<file path="config.mk">
export PLATFORM = sky130hd
export DESIGN_NAME = usb_port_dev_flat
export DESIGN_NICKNAME = d
export VERILOG_FILES = /design/src/core/usb_port_pkg.sv /design/src/core/usb_port_if.sv /design/src/core/usb_port_dev.sv /design/src/flat_wrapper.sv
export VERILOG_INCLUDE_DIRS = /design/src /design/src/core
export SDC_FILE = /design/constraint.sdc
export NUM_CORES = 1
export LEC_CHECK = 0
export BUFFER_PORTS_ARGS = -buffer_cell sky130_fd_sc_hd__buf_2
export CAP_MARGIN = 20
export CORE_MARGIN = 5
export CORE_UTILIZATION = 35
export DETAILED_ROUTE_END_ITERATION = 12
export GPL_ROUTABILITY_DRIVEN = 0
export GPL_TIMING_DRIVEN = 0
export PLACE_DENSITY = 0.6
export SYNTH_ARGS = -nofsm -noshare
export SYNTH_HDL_FRONTEND = slang
export SYNTH_SLANG_ARGS = --single-unit
</file>
<file path="constraint.sdc">
create_clock -name clk_sys -period 1.7 [get_ports clk_sys]
set_clock_uncertainty 0.15 [all_clocks]
set_input_delay 0.34 -clock clk_sys [delete_from_list [all_inputs] [get_ports clk_sys]]
set_output_delay 0.34 -clock clk_sys [all_outputs]
set_load 0.005 [all_outputs]
</file>
<file path="src/core/usb_port_cfg.svh">
`ifndef USB_PORT_CFG_SVH
`define USB_PORT_CFG_SVH

// Device register byte offsets
`define OFS_FRAME 8'h00
`define OFS_GLOBAL 8'h04
`define OFS_FADDR 8'h08
`define OFS_IRQ_EN 8'h10
`define OFS_IRQ_DIS 8'h14
`define OFS_IRQ_MASK 8'h18
`define OFS_IRQ_STAT 8'h1C
`define OFS_IRQ_CLR 8'h20
`define OFS_EP_RESET 8'h28
`define OFS_EP_CSR 8'h30
`define OFS_EP_FIFO 8'h50
`define OFS_EP_STRIDE 8'h04
`define OFS_XCVR 8'h74

// Field positions
`define FRAME_ERR_BIT 16
`define FRAME_OK_BIT 17
`define ADDRESSED_BIT 0
`define CONFIGURED_BIT 1
`define FEN_BIT 8
`define XCVR_OFF_BIT 8
`define IRQ_SUSPEND_BIT 8
`define IRQ_RESUME_BIT 9
`define IRQ_SOF_BIT 11
`define IRQ_BUSRES_BIT 12
`define IRQ_WAKEUP_BIT 13
`define IRQ_USED_MASK 32'h00002B0F

// Reset values
`define FADDR_RESET 32'h00000100
`define IRQ_MASK_RESET 32'h00001200

// Controller register offsets
`define CTL_OFS_CTRL 8'h00
`define CTL_OFS_TARGET 8'h04
`define CTL_OFS_DATA 8'h08
`define CTL_OFS_GO 8'h0C
`define CTL_OFS_STATUS 8'h10

// Controller command codes
`define CMD_WRITE 3'h1
`define CMD_READ 3'h2
`define CMD_SET_ADDR 3'h3
`define CMD_SET_CFG 3'h4
`define CMD_FUNC_EN 3'h5

// Cycles the port clock must run before the first access
`define CLK_SETTLE_CYC 4

`endif

</file>
<file path="src/core/usb_port_pkg.sv">
package usb_port_pkg;

    typedef enum logic [3:0] {
        C_IDLE,
        C_SETTLE,
        C_WRITE,
        C_READ,
        C_READ_WAIT,
        C_ADDR_WR,
        C_STATE_WR,
        C_CFG_RD,
        C_CFG_WAIT,
        C_CFG_WR
    } ctrl_state_t;

    typedef logic [31:0] word_t;

endpackage : usb_port_pkg

</file>
<file path="src/core/usb_port_if.sv">
`timescale 1ns/100ps
interface usb_port_if;
    logic pclkEn;
    logic [7:0] regAddr;
    logic [31:0] regWdata;
    logic regWr;
    logic regRd;
    logic [31:0] regRdata;

    modport device (
        input pclkEn,
        input regAddr,
        input regWdata,
        input regWr,
        input regRd,
        output regRdata
    );

    modport ctrl (
        output pclkEn,
        output regAddr,
        output regWdata,
        output regWr,
        output regRd,
        input regRdata
    );
endinterface : usb_port_if

</file>
<file path="src/core/usb_port_dev.sv">
// Operation
// - Port clock enabled before any register access
// - Endpoint CSRs at 0x30, FIFOs 0x50, stride four
// - Frame number captured at SOF packet end
// - Frame error set at bad SOF end
// - Frame good set at clean SOF end
// - SOF status raised at SEEN_A
// - Function address reads zero after reset
// - Interrupt status reset value is unspecified
// - Addressed flag reads device address state
// - Writing zero to addressed flag ignored
// - Load address, finish status, then set addressed
// - Configured flag written and read back directly
// - Configure only when addressed after Set Configuration
// - Program address after Set Address status stage
// - Function enable gates endpoint data traffic
// - Set function enable after host bus reset
// - Interrupt mask bit 12 always reads one
// - Resume mask bit enabled out of reset
//
// Strobed register access was decided locally.
`timescale 1ns/100ps
`include "usb_port_cfg.svh"
module usb_port_dev
    import usb_port_pkg::*;
#(
    parameter int EP_COUNT = 4
)
(
    input wire logic clk_sys,
    input wire logic rstn,
    usb_port_if.device bus,
    input wire logic sofPid,
    input wire logic sofEop,
    input wire logic sofErr,
    input wire logic [10:0] sofFrame,
    input wire logic busReset,
    input wire logic suspendEvt,
    input wire logic resumeEvt,
    input wire logic wakeupEvt,
    input wire logic [EP_COUNT-1:0] epIrq,
    input wire logic [7:0] fifoRdata,
    output logic fifoRd,
    output logic fifoWr,
    output logic [1:0] fifoEp,
    output logic [7:0] fifoWdata,
    output logic functionEnable,
    output logic addressedState,
    output logic configuredState,
    output logic [6:0] deviceAddr,
    output logic [EP_COUNT-1:0] epReset,
    output logic transceiverOff,
    output logic irq
);

    logic wrEn;
    logic rdEn;
    logic [10:0] frameIndex_reg;
    logic sofErrorFlag_reg;
    logic sofGoodFlag_reg;
    logic addressed_reg;
    logic configured_reg;
    logic [6:0] funcAddr_reg;
    logic funcEnable_reg;
    word_t irqMask_reg;
    word_t irqStat_reg;
    word_t irqStat_next;
    word_t irqEvents;
    word_t maskView;
    word_t statView;
    logic [EP_COUNT-1:0] epReset_reg;
    logic xcvrOff_reg;
    word_t epCsr_reg [EP_COUNT];
    logic [EP_COUNT-1:0] csrHit;
    logic [EP_COUNT-1:0] fifoHit;
    word_t rdata_reg;
    word_t rdata_next;
    logic fifoWr_reg;
    logic [1:0] fifoEp_reg;
    logic [7:0] fifoWdata_reg;

    // Accesses count only while the port clock is on
    assign wrEn = bus.regWr & bus.pclkEn;
    assign rdEn = bus.regRd & bus.pclkEn;

    genvar g;
    generate
        for (g = 0; g < EP_COUNT; g++)
        begin : gEp
            localparam logic [7:0] CSR_ADDR = 8'(`OFS_EP_CSR + g * `OFS_EP_STRIDE);
            localparam logic [7:0] FIFO_ADDR = 8'(`OFS_EP_FIFO + g * `OFS_EP_STRIDE);
            assign csrHit[g] = (bus.regAddr == CSR_ADDR);
            assign fifoHit[g] = (bus.regAddr == FIFO_ADDR);

            always_ff @(posedge clk_sys or negedge rstn)
            begin
                if (!rstn)
                    epCsr_reg[g] <= 32'h00000000;
                else if (busReset)
                    epCsr_reg[g] <= 32'h00000000;
                else if (wrEn && csrHit[g])
                    epCsr_reg[g] <= bus.regWdata;
            end
        end
    endgenerate

    // Frame capture
    always_ff @(posedge clk_sys or negedge rstn)
    begin
        if (!rstn)
        begin
            frameIndex_reg <= 11'h000;
            sofErrorFlag_reg <= 1'b0;
            sofGoodFlag_reg <= 1'b0;
        end
        else if (sofPid)
        begin
            sofErrorFlag_reg <= 1'b0;
            sofGoodFlag_reg <= 1'b0;
        end
        else if (sofEop)
        begin
            frameIndex_reg <= sofFrame;
            sofErrorFlag_reg <= sofErr;
            sofGoodFlag_reg <= ~sofErr;
        end
    end

    // Device state
    always_ff @(posedge clk_sys or negedge rstn)
    begin
        if (!rstn)
        begin
            addressed_reg <= 1'b0;
            configured_reg <= 1'b0;
        end
        else if (busReset)
        begin
            addressed_reg <= 1'b0;
            configured_reg <= 1'b0;
        end
        else if (wrEn && bus.regAddr == `OFS_GLOBAL)
        begin
            if (bus.regWdata[`ADDRESSED_BIT])
                addressed_reg <= 1'b1;
            configured_reg <= bus.regWdata[`CONFIGURED_BIT];
        end
    end

    // Function address and enable
    always_ff @(posedge clk_sys or negedge rstn)
    begin
        if (!rstn)
        begin
            funcAddr_reg <= 7'h00;
            funcEnable_reg <= 1'(`FADDR_RESET >> `FEN_BIT);
        end
        else if (busReset)
            funcAddr_reg <= 7'h00;
        else if (wrEn && bus.regAddr == `OFS_FADDR)
        begin
            funcAddr_reg <= bus.regWdata[6:0];
            funcEnable_reg <= bus.regWdata[`FEN_BIT];
        end
    end

    // Interrupt mask
    always_ff @(posedge clk_sys or negedge rstn)
    begin
        if (!rstn)
            irqMask_reg <= `IRQ_MASK_RESET;
        else if (busReset)
            irqMask_reg <= `IRQ_MASK_RESET;
        else if (wrEn && bus.regAddr == `OFS_IRQ_EN)
            irqMask_reg <= irqMask_reg | (bus.regWdata & `IRQ_USED_MASK);
        else if (wrEn && bus.regAddr == `OFS_IRQ_DIS)
            irqMask_reg <= irqMask_reg & ~(bus.regWdata & `IRQ_USED_MASK);
    end

    always_comb
    begin
        irqEvents = 32'h00000000;
        irqEvents[`IRQ_SUSPEND_BIT] = suspendEvt;
        irqEvents[`IRQ_RESUME_BIT] = resumeEvt;
        irqEvents[`IRQ_SOF_BIT] = sofPid;
        irqEvents[`IRQ_BUSRES_BIT] = busReset;
        irqEvents[`IRQ_WAKEUP_BIT] = wakeupEvt;
        irqStat_next = irqStat_reg;
        if (wrEn && bus.regAddr == `OFS_IRQ_CLR)
            irqStat_next = irqStat_reg & ~bus.regWdata;
        // New events win over a clear in the same cycle
        irqStat_next = irqStat_next | irqEvents;
    end

    // Sticky status; its reset content is not promised to software
    always_ff @(posedge clk_sys or negedge rstn)
    begin
        if (!rstn)
            irqStat_reg <= 32'h00000000;
        else
            irqStat_reg <= irqStat_next;
    end

    always_comb
    begin
        maskView = irqMask_reg;
        maskView[`IRQ_BUSRES_BIT] = 1'b1;
        statView = irqStat_reg & `IRQ_USED_MASK;
        statView[EP_COUNT-1:0] = epIrq;
    end

    assign irq = |(statView & maskView);

    // Endpoint reset and transceiver control
    always_ff @(posedge clk_sys or negedge rstn)
    begin
        if (!rstn)
        begin
            epReset_reg <= '0;
            xcvrOff_reg <= 1'b0;
        end
        else if (wrEn && bus.regAddr == `OFS_EP_RESET)
            epReset_reg <= bus.regWdata[EP_COUNT-1:0];
        else if (wrEn && bus.regAddr == `OFS_XCVR)
            xcvrOff_reg <= bus.regWdata[`XCVR_OFF_BIT];
    end

    // FIFO write strobe
    always_ff @(posedge clk_sys or negedge rstn)
    begin
        if (!rstn)
        begin
            fifoWr_reg <= 1'b0;
            fifoEp_reg <= 2'h0;
            fifoWdata_reg <= 8'h00;
        end
        else
        begin
            fifoWr_reg <= wrEn && (|fifoHit) && funcEnable_reg;
            if (wrEn && (|fifoHit))
                fifoWdata_reg <= bus.regWdata[7:0];
            for (int i = 0; i < EP_COUNT; i++)
            begin
                if (fifoHit[i] && (wrEn || rdEn))
                    fifoEp_reg <= 2'(i);
            end
        end
    end

    assign fifoRd = rdEn && (|fifoHit) && funcEnable_reg;

    always_comb
    begin
        rdata_next = 32'h00000000;
        case (bus.regAddr)
            `OFS_FRAME:
            begin
                rdata_next[10:0] = frameIndex_reg;
                rdata_next[`FRAME_ERR_BIT] = sofErrorFlag_reg;
                rdata_next[`FRAME_OK_BIT] = sofGoodFlag_reg;
            end
            `OFS_GLOBAL:
            begin
                rdata_next[`ADDRESSED_BIT] = addressed_reg;
                rdata_next[`CONFIGURED_BIT] = configured_reg;
            end
            `OFS_FADDR:
            begin
                rdata_next[6:0] = funcAddr_reg;
                rdata_next[`FEN_BIT] = funcEnable_reg;
            end
            `OFS_IRQ_MASK: rdata_next = maskView;
            `OFS_IRQ_STAT: rdata_next = statView;
            `OFS_EP_RESET: rdata_next[EP_COUNT-1:0] = epReset_reg;
            `OFS_XCVR: rdata_next[`XCVR_OFF_BIT] = xcvrOff_reg;
            default:
            begin
                for (int i = 0; i < EP_COUNT; i++)
                begin
                    if (csrHit[i])
                        rdata_next = epCsr_reg[i];
                    if (fifoHit[i])
                        rdata_next = {24'h000000, fifoRdata};
                end
            end
        endcase
    end

    always_ff @(posedge clk_sys or negedge rstn)
    begin
        if (!rstn)
            rdata_reg <= 32'h00000000;
        else if (rdEn)
            rdata_reg <= rdata_next;
        else
            rdata_reg <= 32'h00000000;
    end

    assign bus.regRdata = rdata_reg;
    assign fifoWr = fifoWr_reg;
    assign fifoEp = fifoEp_reg;
    assign fifoWdata = fifoWdata_reg;
    assign functionEnable = funcEnable_reg;
    assign addressedState = addressed_reg;
    assign configuredState = configured_reg;
    assign deviceAddr = funcAddr_reg;
    assign epReset = epReset_reg;
    assign transceiverOff = xcvrOff_reg;

endmodule : usb_port_dev

</file>
<file path="src/flat_wrapper.sv">
// flat-port wrapper written by rule: the top's interface ports become plain ports
module usb_port_dev_flat import usb_port_pkg::*;
#(
    parameter int EP_COUNT = 4
)
  (clk_sys, rstn, sofPid, sofEop, sofErr, sofFrame, busReset, suspendEvt, resumeEvt, wakeupEvt, epIrq, fifoRdata, fifoRd, fifoWr, fifoEp, fifoWdata, functionEnable, addressedState, configuredState, deviceAddr, epReset, transceiverOff, irq, bus_pclkEn, bus_regAddr, bus_regWdata, bus_regWr, bus_regRd, bus_regRdata);
  usb_port_if bus_i ();
  input wire logic clk_sys;
  input wire logic rstn;
  input wire logic sofPid;
  input wire logic sofEop;
  input wire logic sofErr;
  input wire logic [10:0] sofFrame;
  input wire logic busReset;
  input wire logic suspendEvt;
  input wire logic resumeEvt;
  input wire logic wakeupEvt;
  input wire logic [EP_COUNT-1:0] epIrq;
  input wire logic [7:0] fifoRdata;
  output logic fifoRd;
  output logic fifoWr;
  output logic [1:0] fifoEp;
  output logic [7:0] fifoWdata;
  output logic functionEnable;
  output logic addressedState;
  output logic configuredState;
  output logic [6:0] deviceAddr;
  output logic [EP_COUNT-1:0] epReset;
  output logic transceiverOff;
  output logic irq;
  input wire logic [$bits(bus_i.pclkEn)-1:0] bus_pclkEn;
  input wire logic [$bits(bus_i.regAddr)-1:0] bus_regAddr;
  input wire logic [$bits(bus_i.regWdata)-1:0] bus_regWdata;
  input wire logic [$bits(bus_i.regWr)-1:0] bus_regWr;
  input wire logic [$bits(bus_i.regRd)-1:0] bus_regRd;
  output wire logic [$bits(bus_i.regRdata)-1:0] bus_regRdata;
  assign bus_i.pclkEn = bus_pclkEn;
  assign bus_i.regAddr = bus_regAddr;
  assign bus_i.regWdata = bus_regWdata;
  assign bus_i.regWr = bus_regWr;
  assign bus_i.regRd = bus_regRd;
  assign bus_regRdata = bus_i.regRdata;
  usb_port_dev #(.EP_COUNT(EP_COUNT)) u_core (.clk_sys(clk_sys), .rstn(rstn), .bus(bus_i), .sofPid(sofPid), .sofEop(sofEop), .sofErr(sofErr), .sofFrame(sofFrame), .busReset(busReset), .suspendEvt(suspendEvt), .resumeEvt(resumeEvt), .wakeupEvt(wakeupEvt), .epIrq(epIrq), .fifoRdata(fifoRdata), .fifoRd(fifoRd), .fifoWr(fifoWr), .fifoEp(fifoEp), .fifoWdata(fifoWdata), .functionEnable(functionEnable), .addressedState(addressedState), .configuredState(configuredState), .deviceAddr(deviceAddr), .epReset(epReset), .transceiverOff(transceiverOff), .irq(irq));
endmodule
</file>
==> run_results.csv, run 1 <==
group,metric,value,unit
grt,grt.met1_usage,0.288,
synth,synth_top_family_by_area,"compound AO/OA/AOI/OAI gates",
clock_network,root_buffer,"clkbuf_16",
clock_network,cts_buffers,24,
synth,synth_xor_area_frac,0,
synth,syn_area,9970,µm²
job,maxCapViolCount,0,
final_layout,drive_gt1_frac,0.333,
clock_network,clockBufferDepth,3,
synth,yosysSeqAreaShare,0.530,
die,die_x,179,µm
grt,grt_usage,0.212,
drt,vias,9178,
grt,grt_pass1_wl,53000,µm
grt,grt_pass1_vias,9347,
sta,maxSlewHeadroom,0.426,
synth,synth_fp_nets,1118,
grt,busiest_layer,"met2",
synth,synth_edf_count,0,
drt,drt_pass1_iterations,7,
grt,grt_overflow_total,0,
grt,use_met2,0.344,
synth,ys_types,70,
hold_path,hold_path.class,"input port to flop",
placed_design,pre_cts_slack,-1.12,ns
drt,wirelength,35000,µm
drt,detail-route-antenna-nets,0,
die,initial_core_util,0.357,
die,num_rows,61,
synth,ys.flop_type,"dfrtp_1",
grt,antenna_found_initial,2,
clock_network,cts_tree,"done",
placed_design,dp_hpwl,22800,µm
drt,wl_per_cell,20.6,µm
pwr,max-vdd-ir-drop,0.723,mV
worst_setup_path,cp-end-kind,"output port",
sta,period_minus_slack,1.89,ns
worst_setup_path,crit_type,"flop to output port",
synth,synth_compound_area_frac,0.188,
sta,worst_pin_slew,0.861,ns
worst_setup_path,cp-start-kind,"flop",
run_status,run_status,"complete, but fails checks",
drt,drcViolationCount,0,
clock_network,clk_latency,0.53,ns
placed_design,dp_cells,1550,
synth,synth-seq-cells,211,
synth,synthMuxAreaShare,0.0517,
final_layout,multi_input_area,4850,µm²
synth,synth_top_area_share,0.524,
final_layout,regArea,5290,µm²
synth,synth_top_cell_by_area,"dfrtp_1",
pwr,finalPower,0.0113,W
synth,synthTopCellsByCount,"nand2_1, dfrtp_1, a21oi_1",
final_layout,fin_cells,1697,
die,dieArea,32000,µm²
die,die_y,179,µm
final_layout,fill_cells,2629,
clock_network,cts.reportedPaths.clkPinSlew,0.06,ns
worst_setup_path,crit_required,1.21,ns
synth,synthArstFlopShare,1.00,
worst_setup_path,r2r_slack,0.01,ns
synth,postSynthAreaPerCell,9.56,µm²
die,io_pins,135,
sta,drv_slew,0,
pwr,p_leak,5.92,nW
run_status,violations,"setup timing",
drt,drt_first_iter_violations,935,
worst_setup_path,worstPathArrival,1.40,ns
sta,finalHoldViolCount,0,
placed_design,portBuffers,128,
final_layout,area_growth,39.1,%
synth,ys_warn_count,0,
synth,synthSimpleGateAreaFrac,0.188,
clock_network,cts.sinks,211,
sta,setup_viol,34,
die,coreArea,27900,µm²
final_layout,largest_reg_flops,128,
grt,grt_max_degree,109,
sta,hold_ws,0.0240,ns
final_layout,layout.nets,1375,
synth,synthTopCellsByArea,"dfrtp_1, nand2_1, a21oi_1, mux2_2, buf_2",
pwr,power.density,816,nW/µm²
synth,synth_most_common_cell,"nand2_1",
sta,worst_slack,-0.191,ns
worst_setup_path,critPathMaxFanout,2,
synth,synthCells,1043,
sta,grt_setup_unrepaired,"yes",
synth,synthAdderAreaFrac,0,
grt,met3_usage,0.0392,
sta,max_freq,529,MHz
sta,tns,-1.17,ns
clock_network,h-tree-depth,1,
sta,min_period_over_period,1.11,
drt,drt-vias-per-instance,5.41,
## per-layer routing
metal  routed length (µm)  part of all wire  vias to the layer above
met2                16700              0.48                      372
met5                    0                 0                        -
met4                  872             0.025                        0
met3                 2590             0.074                       61
met1                14800              0.42                     4555
li1                     -                 -                     4190
## through the flow
step	cell area (µm²)	utilization
finish	13900	0.497
global route	13900	0.497
CTS	13200	0.473
detailed placement	11400	0.409
global placement	11400	0.408
floorplan	10300	-
## layout make-up
| type | instances | area share |
|---|---|---|
| clock inverter | 9 | 0.00767 |
| inverter | 4 | 0.00108 |
| buffer | 77 | 0.0473 |
| timing repair buffer | 232 | 0.129 |
| sequential | 211 | 0.381 |
| tap | 378 | 0.0341 |
| antenna | 2 | 0.000361 |
| clock buffer | 34 | 0.0496 |
| multi-input combinational | 750 | 0.350 |
## what timing repair did
action	4_1_cts	5_1_grt
hold endpoints to repair	232	0
endpoints found under the setup margin	180	248
setup buffers	34	14
hold buffers	49	0
pin swaps	16	43
resized for setup	63	118
gates cloned	2	6
## logic make-up (layout without fill, tap and decap cells)
kind of cell | after synthesis | after routing
DFF | 211 | 211
and+or+nand+nor | 409 | 409
buffers and inverters | 82 | 356
muxes | 48 | 48
other | 0 | 2
AOI/OAI and AO/OA | 293 | 293
## path summary, 6_finish.rpt
kind | cells after the start | to | from
worst max-delay path | 3 | irq | u_core.irqStat_reg[9]
worst min-delay path | 3 | u_core.epCsr_reg[72] | bus_regWdata[8]
worst max register to register | 6 | u_core.bus.regRdata[8] | u_core.functionEnable
worst min register to register | 1 | u_core.fifoWdata[3] | u_core.fifoWdata[3]
max in group asynchronous | 3 | u_core.epCsr_reg[4] | rstn
min in group asynchronous | 2 | u_core.fifoWdata[4] | rstn
## critical path: stages (launching register included)
cell and delay (ns):
dfrtp_2 0.42, a22oi_2 0.20, nand4_1 0.12, buf_2 0.15
## cells in the final DEF, fill, tap and decap left out, types with 7 or more instances in the layout
cell / instances
nand2_2: 19
nor2_4: 7
buf_6: 33
buf_2: 136
a222oi_1: 20
clkbuf_1: 22
a21oi_1: 138
nand2_4: 27
a22oi_1: 15
nand2_1: 260
o21ai_0: 12
dfrtp_1: 207
buf_4: 45
mux2_2: 23
dlygate4sd3_1: 49
a21oi_2: 30
nor2_1: 35
clkbuf_16: 30
mux2i_1: 20
buf_8: 7
buf_12: 9
o22ai_1: 8
## power by group
| group | switching, W | internal, W | total [W] |
|---|---|---|---|
| combinational | 0.000579 | 0.000385 | 0.000964 |
| sequential | 0.0000464 | 0.00510 | 0.00514 |
| clock | 0.00209 | 0.00312 | 0.00521 |
| total | 0.00271 | 0.00860 | 0.0113 |
Power figures use the tool's default switching activity.
==> inputs of run 2 (changes only) <==
Settings changed: ABC_AREA set to 1, CORE_UTILIZATION 35 to 45, PLACE_DENSITY 0.6 to 0.72.
==> run 2 against run 1 <==
  * Maximum frequency is 3.6% lower
  * Power is 4.8% higher
  * Worst hold slack worse by 0.021 ns
  * Core utilization is 8.1 points higher
  * Combinational power is 17% higher
  * Clock power hardly changed
  * Critical path type unchanged
  * The run still ends with setup timing left
==> run_results.csv, run 2 <==
group,metric,value,unit
run_status,run_status,"complete, but fails checks",
run_status,violations,"setup timing",
sta,min_period_over_period,1.15,
synth,synthMuxAreaShare,0.0128,
grt,grt_overflow_total,0,
worst_setup_path,critPathMaxFanout,2,
synth,synth_edf_count,0,
synth,synth-seq-cells,211,
sta,hold_ws,0.00342,ns
worst_setup_path,r2r_slack,0.10,ns
final_layout,fin_cells,1631,
worst_setup_path,crit_type,"flop to output port",
synth,ys.flop_type,"dfrtp_1",
die,coreArea,21200,µm²
synth,synth_top_cell_by_area,"dfrtp_1",
synth,ys_warn_count,0,
drt,drt_pass1_iterations,5,
final_layout,finish.instance_area,12200,µm²
die,io_pins,135,
sta,drv_slew,0,
pwr,p_leak,6.09,nW
placed_design,dp_cells,1533,
die,num_rows,53,
clock_network,cts.reportedPaths.clkPinSlew,0.07,ns
grt,grt_max_degree,117,
drt,vias,8967,
die,die_x,157,µm
job,maxCapViolCount,0,
worst_setup_path,cp-start-kind,"flop",
sta,tns,-0.473,ns
final_layout,num_antenna_cells,0,
final_layout,drive_gt1_frac,0.269,
drt,drcViolationCount,0,
placed_design,placed_area,10800,µm²
clock_network,cts.sinks,211,
final_layout,layout.nets,1414,
clock_network,clk_latency,0.52,ns
hold_path,hold_path.class,"input port to flop",
synth,synth_compound_area_frac,0.156,
drt,drt-vias-per-instance,5.50,
worst_setup_path,crit_required,1.21,ns
drt,detail-route-antenna-nets,0,
clock_network,cts_buffers,23,
pwr,power.density,970,nW/µm²
synth,yosysSeqAreaShare,0.545,
die,dieArea,24600,µm²
worst_setup_path,path_cells,"inv_2, o21ai_2, a221oi_2, nand2_1, buf_2",
sta,period_minus_slack,1.96,ns
synth,synthCells,1123,
worst_setup_path,path_buf_inv,2,
sta,setup_viol,3,
sta,worst_slack,-0.261,ns
clock_network,cts_tree,"done",
placed_design,portBuffers,134,
placed_design,dp_hpwl,20000,µm
final_layout,layout_common_cells,"nand2_1, dfrtp_1, buf_2",
hold_path,min_from,"sofPid",
worst_setup_path,cp-end-kind,"output port",
worst_setup_path,timing.rr.end,"u_core.irqStat_reg[13]",
synth,synth_fp_nets,1198,
worst_setup_path,worstPathArrival,1.47,ns
die,die_y,157,µm
grt,grt_pass1_wl,47500,µm
sta,maxSlewHeadroom,0.551,
sta,max_freq,510,MHz
synth,synthAdderAreaFrac,0,
synth,synthArstFlopShare,1.00,
sta,worst_pin_slew,0.674,ns
synth,synth_most_common_cell,"nand2_1",
sta,grt_setup_unrepaired,"yes",
sta,finalHoldViolCount,0,
clock_network,clockBufferDepth,3,
clock_network,root_buffer,"clkbuf_16",
final_layout,final_common_cell,"nand2_1",
synth,syn_area,9700,µm²
synth,postSynthAreaPerCell,8.64,µm²
pwr,max-vdd-ir-drop,0.606,mV
drt,drt_first_iter_violations,829,
clock_network,h-tree-depth,1,
drt,wl_per_cell,18.3,µm
hold_path,worstHoldEndpoint,"u_core.sofErrorFlag_reg",
worst_setup_path,path_delay_family,"flip-flops",
final_layout,area_growth,26.0,%
die,initial_core_util,0.459,
hold_path,holdPathStages,4,
worst_setup_path,cpMaxStageDelayCell,"dfrtp_1",
grt,grt_usage,0.243,
synth,synth_top_family_by_area,"simple AND/OR/NAND/NOR gates",
grt,antenna_found_initial,0,
drt,wirelength,29900,µm
worst_setup_path,regToRegStartpoint,"u_core.irqStat_reg[13]",
synth,synth_top_area_share,0.539,
worst_setup_path,worstRegToRegCells,10,
grt,grt_pass1_vias,8906,
synth,synthTopCellsByArea,"dfrtp_1, nand2_1, o21ai_1, o21ai_0, nand3_1",
final_layout,largest_reg_flops,128,
synth,synthSimpleGateAreaFrac,0.223,
worst_setup_path,max_stage_delay,0.40,ns
synth,ys_types,38,
synth,synthTopCellsByCount,"nand2_1, dfrtp_1, o21ai_1",
synth,synth_xor_area_frac,0,
==> run 2: cell count changes after synthesis, sizes merged, moves of 20 or more <==
cell / delta
a222oi: -20
mux2i: -20
nand2: +50
o21ai: +169
nand3: +61
inv: +76
nor2: +32
a21oi: -153
==> run 2: final cells by class <==
| class | instances | area, µm² |
|---|---|---|
| clock buffers | 31 | 646 |
| well taps | 275 | 344 |
| clock inverters | 11 | 141 |
| fillers | 1847 | 8930 |
| multi-input cells | 778 | 3920 |
| plain buffers | 52 | 324 |
| inverters | 82 | 312 |
| flip-flops and latches | 211 | 5280 |
| repair buffers | 191 | 1250 |
==> run 2: logic make-up after synthesis <==
logic type | count (synthesis)
buffers and inverters | 134
DFF | 211
and+or+nand+nor | 519
muxes | 11
AOI/OAI and AO/OA | 248
==> run 2: how the worst max path moves through the flow <==
stage	cells after the start	slack, ns	endpoint	from
finish	5	-0.26	irq	u_core.irqStat_reg[13]
global route	5	-0.35	irq	u_core.irqMask_reg[13]
CTS	5	-0.28	irq	u_core.irqMask_reg[13]
detailed placement	7	-0.62	u_core.deviceAddr[5]	bus_regAddr[1]
global placement	1	-3.45	u_core.fifoWdata[1]	rstn
floorplan	9	0.06	u_core.epCsr_reg[55]	bus_regAddr[1]
==> run 2: stage by stage <==
step,setup WS (ns),power [W],utilization
floorplan,0.0579,0.00612,-
global placement,-3.45,0.00657,0.507
global route,-0.351,0.0123,0.578
CTS,-0.280,0.0119,0.574
finish,-0.261,0.0119,0.578
detailed placement,-0.623,0.00661,0.508
==> run 2: timing repair <==
item / 4_1_cts / 5_1_grt
hold buffers: 26 / 1
setup endpoints to repair: 12 / 183
pin swaps: 10 / 5
gates resized for setup: 32 / 36
hold endpoints to repair: 120 / 1
setup buffers: 28 / 6
==> run 2: report_power, final <==
group	leakage [nW]	switching, W	internal, W	total, W
registers	2.76	0.000187	0.00535	0.00553
logic	2.95	0.000710	0.000422	0.00113
clock network	0.380	0.00207	0.00313	0.00519
==> run 2: worst register-to-register path: cells and delay by family (launching register included) <==
family,cells,cell delay (ns)
buffers and inverters,9,0.88
AOI/OAI and AO/OA,1,0.12
DFF,1,0.37
==> run 2: metal layers <==
metal  track usage  wire (µm)  vias to the layer above
li1              -          -                     4148
met1         0.331      12200                     4345
met2         0.397      14500                      397
met3        0.0395       2260                       77
met4        0.0802        925                        0
met5             0          0                        -
